### config.mk
export PLATFORM = sky130hd
export DESIGN_NAME = plane_datapath
export DESIGN_NICKNAME = d
export VERILOG_FILES = /design/src/gfx_datapath_pkg.sv /design/src/byte_rotator.sv /design/src/color_comparator.sv /design/src/plane_datapath.sv
export SDC_FILE = /design/constraint.sdc
export NUM_CORES = 1
export LEC_CHECK = 0
export ABC_AREA = 1
export BUFFER_PORTS_ARGS = -buffer_cell sky130_fd_sc_hd__buf_2
export CAP_MARGIN = 20
export CORE_MARGIN = 1.5
export CORE_UTILIZATION = 35
export DETAILED_ROUTE_END_ITERATION = 10
export SLEW_MARGIN = 10
export SYNTH_ARGS = -nofsm -noshare
export SYNTH_HDL_FRONTEND = slang
export SYNTH_SLANG_ARGS = --single-unit
export TNS_END_PERCENT = 20
### constraint.sdc
create_clock -name clock -period 5.1 [get_ports clock]
set_input_delay 1.02 -clock clock [delete_from_list [all_inputs] [get_ports clock]]
set_output_delay 1.02 -clock clock [all_outputs]
set_load 0.02 [all_outputs]
### src/gfx_datapath_pkg.sv
// constants, field layouts and reset values of the plane write/read datapath
// assumes a host that reaches the registers through an index port and a data port
package gfx_datapath_pkg;

  localparam logic [15:0] INDEX_PORT        = 16'h03ce;
  localparam logic [15:0] DATA_PORT         = 16'h03cf;
  localparam logic [3:0]  IDX_FILL_VALUE    = 4'h0;
  localparam logic [3:0]  IDX_FILL_ENABLE   = 4'h1;
  localparam logic [3:0]  IDX_COMPARE_REF   = 4'h2;
  localparam logic [3:0]  IDX_ROTATE_LOGIC  = 4'h3;
  localparam logic [3:0]  IDX_READ_SELECT   = 4'h4;
  localparam logic [3:0]  IDX_MODE          = 4'h5;
  localparam logic [3:0]  IDX_BIT_MASK      = 4'h8;

  // field positions
  localparam int ROT_LSB  = 0;
  localparam int FUNC_LSB = 3;
  localparam int RD1_BIT  = 3;

  // reset values
  localparam logic [6:0] INDEX_RESET     = 7'h00;
  localparam logic [3:0] NIBBLE_RESET    = 4'h0;
  localparam logic [4:0] ROTATE_RESET    = 5'h00;
  localparam logic [1:0] RDSEL_RESET     = 2'h0;
  localparam logic [7:0] MASK_RESET      = 8'hff;
  localparam logic [2:0] MODE_RESET      = 3'h0;

  typedef enum logic [1:0]
  {
    FN_PASS = 2'b00,
    FN_AND  = 2'b01,
    FN_OR   = 2'b10,
    FN_XOR  = 2'b11
  } logic_fn_t;

  typedef enum logic [1:0]
  {
    WM_DIRECT = 2'b00,
    WM_LATCH  = 2'b01,
    WM_COLOR  = 2'b10,
    WM_FILL   = 2'b11
  } write_mode_t;

endpackage : gfx_datapath_pkg

### src/byte_rotator.sv
// right rotation of one byte by a three-bit count
// pure combinational, used on the cpu write path
`timescale 1ns/1ps
module byte_rotator
  import gfx_datapath_pkg::*;
(
  input  wire logic [7:0] data_in,
  input  wire logic [2:0] rotate_count,
  output logic      [7:0] data_out
);

  // doubled byte makes every rotation one slice
  logic [15:0] doubled;

  always_comb
  begin
    doubled  = {data_in, data_in};
    data_out = doubled[rotate_count +: 8];
  end

endmodule : byte_rotator

### src/color_comparator.sv
// per-pixel compare of four plane bytes against a reference color
// pure combinational, fed from the plane read bus
`timescale 1ns/1ps
module color_comparator
  import gfx_datapath_pkg::*;
(
  input  wire logic [31:0] plane_bytes,
  input  wire logic [3:0]  compare_reference,
  output logic      [7:0]  match
);

  // one pixel per bit position, one reference bit per map
  genvar p;
  generate
    for (p = 0; p < 8; p++)
    begin : g_pix
      assign match[p] = ({plane_bytes[24+p], plane_bytes[16+p], plane_bytes[8+p],
                          plane_bytes[p]} == compare_reference);
    end
  endgenerate

endmodule : color_comparator

### src/plane_datapath.sv
// graphics controller write/read datapath between host i/o and four planes
// assumes io strobes and memory strobes are single-cycle pulses on clock,
// memory read data valid in the cycle of mem_rd_strobe
`timescale 1ns/1ps
module plane_datapath
  import gfx_datapath_pkg::*;
(
  input  wire logic        clock,
  input  wire logic        rst_n,
  input  wire logic [15:0] io_addr,
  input  wire logic [7:0]  io_wdata,
  input  wire logic        io_wr,
  input  wire logic        io_rd,
  output logic      [7:0]  io_rdata,
  input  wire logic        mem_wr_strobe,
  input  wire logic        mem_rd_strobe,
  input  wire logic [7:0]  cpu_wdata,
  input  wire logic [31:0] plane_rdata,
  input  wire logic [3:0]  plane_write_enables,
  input  wire logic        chain_four_setting,
  input  wire logic [1:0]  chain_plane,
  output logic      [31:0] plane_wdata,
  output logic      [31:0] plane_bit_we,
  output logic             plane_wr_pulse,
  output logic      [7:0]  cpu_rdata
);

  // register file
  logic [6:0]  index;
  logic [3:0]  fill_value;
  logic [3:0]  fill_enable_bits;
  logic [3:0]  compare_reference;
  logic [4:0]  rotate_and_logic_op;
  logic [1:0]  read_plane_choice;
  logic [2:0]  mode_bits;
  logic [7:0]  per_bit_write_mask;
  logic [31:0] latches;

  logic [2:0]        rotate_count;
  logic_fn_t         logic_function_code;
  write_mode_t       write_mode_code;
  logic              compare_mode;
  logic [7:0]        rotated;
  logic [7:0]        match;
  logic [31:0]       next_wdata;
  logic [1:0]        eff_read_plane;

  assign rotate_count        = rotate_and_logic_op[ROT_LSB +: 3];
  assign logic_function_code = logic_fn_t'(rotate_and_logic_op[FUNC_LSB +: 2]);
  assign write_mode_code     = write_mode_t'(mode_bits[1:0]);
  assign compare_mode        = mode_bits[2];

  // index and data port writes
  always_ff @(posedge clock or negedge rst_n)
  begin
    if (!rst_n)
    begin
      index               <= INDEX_RESET;
      fill_value          <= NIBBLE_RESET;
      fill_enable_bits    <= NIBBLE_RESET;
      compare_reference   <= NIBBLE_RESET;
      rotate_and_logic_op <= ROTATE_RESET;
      read_plane_choice   <= RDSEL_RESET;
      mode_bits           <= MODE_RESET;
      per_bit_write_mask  <= MASK_RESET;
    end
    else if (io_wr && io_addr == INDEX_PORT)
      index <= io_wdata[6:0];
    else if (io_wr && io_addr == DATA_PORT && index[6:4] == 3'h0)
    begin
      case (index[3:0])
        IDX_FILL_VALUE:   fill_value          <= io_wdata[3:0];
        IDX_FILL_ENABLE:  fill_enable_bits    <= io_wdata[3:0];
        IDX_COMPARE_REF:  compare_reference   <= io_wdata[3:0];
        IDX_ROTATE_LOGIC: rotate_and_logic_op <= io_wdata[4:0];
        IDX_READ_SELECT:  read_plane_choice   <= io_wdata[1:0];
        IDX_MODE:         mode_bits           <= {io_wdata[RD1_BIT], io_wdata[1:0]};
        IDX_BIT_MASK:     per_bit_write_mask  <= io_wdata;
        default:          ;
      endcase
    end
  end

  // register readback, reserved bits read zero
  always_ff @(posedge clock or negedge rst_n)
  begin
    if (!rst_n)
      io_rdata <= 8'h00;
    else if (io_rd && io_addr == INDEX_PORT)
      io_rdata <= {1'b0, index};
    else if (io_rd && io_addr == DATA_PORT && index[6:4] == 3'h0)
    begin
      case (index[3:0])
        IDX_FILL_VALUE:   io_rdata <= {4'h0, fill_value};
        IDX_FILL_ENABLE:  io_rdata <= {4'h0, fill_enable_bits};
        IDX_COMPARE_REF:  io_rdata <= {4'h0, compare_reference};
        IDX_ROTATE_LOGIC: io_rdata <= {3'h0, rotate_and_logic_op};
        IDX_READ_SELECT:  io_rdata <= {6'h00, read_plane_choice};
        IDX_MODE:         io_rdata <= {4'h0, mode_bits[2], 1'b0, mode_bits[1:0]};
        IDX_BIT_MASK:     io_rdata <= per_bit_write_mask;
        default:          io_rdata <= 8'h00;
      endcase
    end
    else
      io_rdata <= 8'h00;
  end

  // rotation ahead of everything else on the write path in write modes 0 and 3
  byte_rotator u_rot
  (
    .data_in      (cpu_wdata),
    .rotate_count (rotate_count),
    .data_out     (rotated)
  );

  color_comparator u_cmp
  (
    .plane_bytes       (plane_rdata),
    .compare_reference (compare_reference),
    .match             (match)
  );

  // per-plane write data: source select, then logical function
  always_comb
  begin
    logic [7:0] src;
    logic [7:0] lat;
    src        = 8'h00;
    lat        = 8'h00;
    next_wdata = 32'h0;
    for (int n = 0; n < 4; n++)
    begin
      src = 8'h00;
      lat = latches[8*n +: 8];
      case (write_mode_code)
        WM_DIRECT: src = fill_enable_bits[n] ? {8{fill_value[n]}} : rotated;
        WM_LATCH:  src = lat;
        WM_COLOR:  src = {8{cpu_wdata[n]}};
        WM_FILL:   src = {8{fill_value[n]}};
        default:   src = rotated;
      endcase
      if (write_mode_code != WM_LATCH)
      begin
        case (logic_function_code)
          FN_PASS: src = src;
          FN_AND:  src = src & lat;
          FN_OR:   src = src | lat;
          FN_XOR:  src = src ^ lat;
          default: src = src;
        endcase
      end
      next_wdata[8*n +: 8] = src;
    end
  end

  // registered write to the planes, plane enables gate it, bit mask gates it in all but latch-copy mode
  always_ff @(posedge clock or negedge rst_n)
  begin
    if (!rst_n)
    begin
      plane_wdata    <= 32'h0;
      plane_bit_we   <= 32'h0;
      plane_wr_pulse <= 1'b0;
    end
    else
    begin
      plane_wr_pulse <= mem_wr_strobe;
      plane_wdata    <= next_wdata;
      for (int n = 0; n < 4; n++)
      begin
        // latch-copy writes ignore the mask, rotated fill ANDs it in
        if (!mem_wr_strobe || !plane_write_enables[n])
          plane_bit_we[8*n +: 8] <= 8'h00;
        else if (write_mode_code == WM_LATCH)
          plane_bit_we[8*n +: 8] <= 8'hff;
        else if (write_mode_code == WM_FILL)
          plane_bit_we[8*n +: 8] <= per_bit_write_mask & rotated;
        else
          plane_bit_we[8*n +: 8] <= per_bit_write_mask;
      end
    end
  end

  // latches load on every display memory read
  always_ff @(posedge clock or negedge rst_n)
  begin
    if (!rst_n)
      latches <= 32'h0;
    else if (mem_rd_strobe)
      latches <= plane_rdata;
  end

  // chain-four takes plane choice from the address side
  assign eff_read_plane = chain_four_setting ? chain_plane : read_plane_choice;

  // cpu read data registered, compare mode ignores read-map choice
  always_ff @(posedge clock or negedge rst_n)
  begin
    if (!rst_n)
      cpu_rdata <= 8'h00;
    else if (mem_rd_strobe)
    begin
      if (compare_mode)
        cpu_rdata <= match;
      else
        cpu_rdata <= plane_rdata[8*eff_read_plane +: 8];
    end
  end

  a_latch_load: assert property (@(posedge clock) disable iff (!rst_n)
    mem_rd_strobe |=> latches == $past(plane_rdata))
    else $error("latches not loaded by read");

  a_compare_read: assert property (@(posedge clock) disable iff (!rst_n)
    (mem_rd_strobe && compare_mode) |=> cpu_rdata == $past(match))
    else $error("compare read wrong");

  a_map_read: assert property (@(posedge clock) disable iff (!rst_n)
    (mem_rd_strobe && !compare_mode && !chain_four_setting)
      |=> cpu_rdata == $past(plane_rdata[8*read_plane_choice +: 8]))
    else $error("map read wrong");

  a_plane_gate: assert property (@(posedge clock) disable iff (!rst_n)
    !plane_write_enables[0] |=> plane_bit_we[7:0] == 8'h00)
    else $error("disabled plane written");

  a_mask_protect: assert property (@(posedge clock) disable iff (!rst_n)
    (mem_wr_strobe && write_mode_code == WM_DIRECT)
      |=> (plane_bit_we[7:0] & ~$past(per_bit_write_mask)) == 8'h00)
    else $error("masked bit written");

  a_fill_data: assert property (@(posedge clock) disable iff (!rst_n)
    (write_mode_code == WM_DIRECT && fill_enable_bits[0]
      && logic_function_code == FN_PASS)
      |=> plane_wdata[7:0] == {8{$past(fill_value[0])}})
    else $error("fill value not used");

  a_rotate_data: assert property (@(posedge clock) disable iff (!rst_n)
    (write_mode_code == WM_DIRECT && !fill_enable_bits[1]
      && logic_function_code == FN_PASS)
      |=> plane_wdata[15:8] == $past(rotated))
    else $error("cpu data not used");

  a_latch_copy: assert property (@(posedge clock) disable iff (!rst_n)
    write_mode_code == WM_LATCH |=> plane_wdata == $past(latches))
    else $error("latch copy wrong");

  a_xor_func: assert property (@(posedge clock) disable iff (!rst_n)
    (write_mode_code == WM_COLOR && logic_function_code == FN_XOR)
      |=> plane_wdata[7:0] == ($past({8{cpu_wdata[0]}}) ^ $past(latches[7:0])))
    else $error("xor function wrong");

  a_write_pulse: assert property (@(posedge clock) disable iff (!rst_n)
    mem_wr_strobe |=> plane_wr_pulse ##1 !plane_wr_pulse || $past(mem_wr_strobe, 1))
    else $error("write pulse wrong");

  // rotation recomputed from cpu data here,
  // so a broken rotator cannot hide behind its own output
  a_rotate_first: assert property (@(posedge clock) disable iff (!rst_n)
    (write_mode_code == WM_DIRECT && !fill_enable_bits[2] && logic_function_code == FN_PASS)
      |=> plane_wdata[23:16] == $past(8'({cpu_wdata, cpu_wdata} >> rotate_count)))
    else $error("rotated data not used");

  a_and_after_rotate: assert property (@(posedge clock) disable iff (!rst_n)
    (write_mode_code == WM_DIRECT && !fill_enable_bits[3] && logic_function_code == FN_AND)
      |=> plane_wdata[31:24] == ($past(8'({cpu_wdata, cpu_wdata} >> rotate_count))
                                 & $past(latches[31:24])))
    else $error("and function not on rotated data");

  a_fill_mode_mask: assert property (@(posedge clock) disable iff (!rst_n)
    (mem_wr_strobe && write_mode_code == WM_FILL && plane_write_enables[0])
      |=> plane_bit_we[7:0]
        == $past(per_bit_write_mask & 8'({cpu_wdata, cpu_wdata} >> rotate_count)))
    else $error("fill mode enables wrong");

  a_chain_read: assert property (@(posedge clock) disable iff (!rst_n)
    (mem_rd_strobe && !compare_mode && chain_four_setting)
      |=> cpu_rdata == $past(plane_rdata[8*chain_plane +: 8]))
    else $error("chained read wrong");

  a_reg_idle: assert property (@(posedge clock) disable iff (!rst_n)
    !io_rd |=> io_rdata == 8'h00)
    else $error("register data not cleared");

  a_reserved_zero: assert property (@(posedge clock) disable iff (!rst_n)
    (io_rd && io_addr == DATA_PORT && index == 7'(IDX_ROTATE_LOGIC))
      |=> io_rdata[7:5] == 3'h0)
    else $error("reserved bits not zero");

  a_latch_all_bits: assert property (@(posedge clock) disable iff (!rst_n)
    (mem_wr_strobe && write_mode_code == WM_LATCH && plane_write_enables[2])
      |=> plane_bit_we[23:16] == 8'hff)
    else $error("latch copy masked");

  a_read_hold: assert property (@(posedge clock) disable iff (!rst_n)
    !mem_rd_strobe |=> $stable(cpu_rdata))
    else $error("read data not held");

  // every plane stays shut while its sequencer enable is low
  for (genvar g = 0; g < 4; g++)
  begin : g_gate
    a_gate_each: assert property (@(posedge clock) disable iff (!rst_n)
      !plane_write_enables[g] |=> plane_bit_we[8*g +: 8] == 8'h00)
      else $error("disabled plane enabled");
  end

endmodule : plane_datapath

==> metrics <==
vias in the first global route 8076; Worst-path clk slew 0.06 ns; global-route wire length before repair 44600 microns; minimum clock period 2.72 ns; Detail Route Antenna Nets 0; Pre-antenna DRT Iters 7; CTS sink cnt 150; Hold Path Class reg -> reg; Post-route DRC 0; Syn Nets 1349; initial antenna violation count 2; number of vias per cell 5.14; Root Driver clkbuf_16; RSZ-0062 raised after global routing no; Initial Util 35.9%; Longest Clk Path Bufs 2; Total Wirelength 28500 microns; wire per inst 16.9 microns; setup_tns 0 ns; row count 58; die height 164 microns; Max Cap Viol 0; Core Area 0.0254 sq mm; share of layout cells above drive strength 1 16.7%; IO buf count 157; Post-DP HPWL 20000 microns; Largest stage delay, worst path 0.50 ns; Yosys warning count 0; final worst-path cycle share 53.3%; ANT cells 0; mapped cell area 0.00911 sq mm; Final Hold Vio Count 0; die footprint 0.0270 sq mm; Worst-Margin Slew 0.939 ns; worst-path maximum fanout 40; Clock Latency Late Sink 0.44 ns; Pleak 5.49 nW; largest net degree at the start of global routing 92; Nets 1483; Netlist cell types 28; Slew Viols, Final 0; Area Overhead vs Synth 18.5%; final setup fails 0; Crit path arrival time 3.00 ns; fin area 0.0108 sq mm; #FFs+latches synth 150; cell count after synthesis 1208; status complete, no violations; WP buf/inv 3; most used cell, CP nand2_1; crit path launch type flip-flop; post-CTS sizing 0; Post-CTS Setup Bufs 0; Worst EP required 5.38 ns; Die Wd 164 microns; Final Skew 0.0174 ns; TritonCTS clock tree built; slowest CP cell inv_1; hold buffers post-CTS 0; H-Tree Depth 4; crit path kind reg -> reg; GRT Total Usage 21.6%; Peak Freq 368 MHz; routability cong. 0.835; CP Cell Sequence buf_4 -> nor2_1 -> inv_1 -> buf_8 -> o211ai_1 -> nand2_1 -> ha_1 -> nand2_1 -> o21ai_0 -> a211oi_1 -> a21oi_1; slew margin rel. 37.4%; Hold Path Stages 2; Worst setup EP type flip-flop; pwr dens 270 mW/mm^2; worst vdd ir 0.165 mV; io pins 158; 1st-iter DRT viols 703; CP Depth 11; fillers 2659; TritonCTS Buffers 17; sequential fraction of the synthesis area 41.3%; Vias 8659; family with the most delay on the worst path buffers and inverters; syn avg cell area 7.54 sq um; Placed Instance Area 0.0102 sq mm; R2R cell count 11; total grt overflow 0; R2R Setup Slk 2.38 ns
-- state kept, by name (all words and copies together), names as in the netlist --
name and cells:
plane_wdata 32, per_bit_write_mask 8, io_rdata 8, index 7, rotate_and_logic_op 5, compare_reference 4
latches 32, plane_wr_pulse 1, fill_enable_bits 4, mode_bits 3, fill_value 4, cpu_rdata 8
read_plane_choice 2, plane_bit_we 32
-- layer usage --
metal | track usage [%] | share of wire, % | vias to the layer above
met2 | 33.3 | 45 | 291
met5 | 0 | 0.091 | -
met1 | 30.5 | 47 | 4096
met3 | 3.74 | 6.1 | 53
met4 | 7.19 | 2.2 | 4
li1 | - | - | 4215
-- worst min-delay path, cell delays in order, from the launching register on --
cell,delay [ns]
dfstp_2,0.38
nand2_1,0.06
nand2_1,0.05
-- cell usage in the layout, fill, tap and decap left out, types with 2 or more instances in the layout --
cell	synthesis	final
o211ai_1	59	59
a211oi_1	21	21
clkinvlp_4	0	2
buf_8	0	2
clkbuf_16	0	17
o22ai_1	3	3
dfrtp_1	142	142
nor2_2	4	4
buf_4	1	9
inv_6	0	6
xnor2_1	15	15
clkinv_1	4	4
inv_2	7	7
nand4_1	11	11
clkinv_4	0	3
nand3_1	61	61
bufinv_16	0	2
dfstp_2	8	8
a21oi_1	78	78
o21ai_0	99	99
ha_1	64	64
nor2_1	63	63
nand2_1	339	339
o21ai_1	12	11
o21ai_2	2	2
inv_1	148	148
nor3_1	11	11
nor2_4	2	2
buf_2	16	156
-- where the power goes --
| part | internal (W) | total, W | switching (W) |
|---|---|---|---|
| Combinational | 0.000112 | 0.000340 | 0.000228 |
| Clock | 0.000735 | 0.00131 | 0.000576 |
| Sequential | 0.00124 | 0.00127 | 0.0000250 |
-- stage by stage --
step / total power, W / setup slack, ns / hold slack (ns) / cells / utilization [%]
after floorplan: 0.00147 / 2.83 / 0.450 / 1208 / -
after global placement: 0.00162 / 2.33 / 0.464 / 1651 / 40.0
after detailed placement: 0.00163 / 2.19 / 0.471 / 1651 / 40.0
after CTS: 0.00293 / 2.15 / 0.483 / 1683 / 42.4
after global routing: 0.00303 / 2.17 / 0.512 / 1685 / 42.5
final: 0.00292 / 2.38 / 0.483 / 1685 / 42.5
-- worst paths after layout --
check / start / endpoint
setup reg to reg: mode_bits[1]$_DFFE_PN0P_ / plane_wdata[27]$_DFF_PN0_
setup / recovery: mode_bits[1]$_DFFE_PN0P_ / plane_wdata[27]$_DFF_PN0_
min in group asynchronous: rst_n / io_rdata[1]$_DFF_PN0_
max in group asynchronous: rst_n / plane_bit_we[5]$_DFF_PN0_
hold reg to reg: per_bit_write_mask[7]$_DFFE_PN1P_ / per_bit_write_mask[7]$_DFFE_PN1P_
hold / removal: per_bit_write_mask[7]$_DFFE_PN1P_ / per_bit_write_mask[7]$_DFFE_PN1P_
-- cell usage after synthesis (all sizes together) --
master / instances / share of area, %
a211oi: 21 / 1.7
a21oi: 78 / 4.3
buf: 19 / 1.0
clkbuf: 34 / 1.4
clkinv: 4 / 0.16
dfrtp: 142 / 39
dfstp: 8 / 2.3
ha: 64 / 8.8
inv: 155 / 6.4
nand2: 340 / 14
nand3: 61 / 3.4
nand4: 12 / 0.99
nor2: 69 / 3.1
nor3: 11 / 0.60
o211ai: 59 / 4.9
o21ai: 113 / 6.3
o22ai: 3 / 0.21
xnor2: 15 / 1.4
-- kinds of logic after synthesis --
logic type	Yosys count	synth area share, %
XOR/XNOR	15	1.44
AO/OA/AOI/OAI	274	17.4
adder cells (fa/ha/maj)	64	8.79
buffers and inverters	212	9.01
AND/OR/NAND/NOR	493	22.1
flip-flops	150	41.3
-- cell type report --
cell class,instances,area (sq um),area share [%]
tap,330,413,3.82
timing repair buffer,168,890,8.24
clock buffer,17,425,3.94
multi-input combinational,846,4540,42.0
sequential,150,3760,34.9
inverter,159,597,5.53
clock inverter,15,170,1.58
Note: power is estimated with default switching activity, not from simulation.
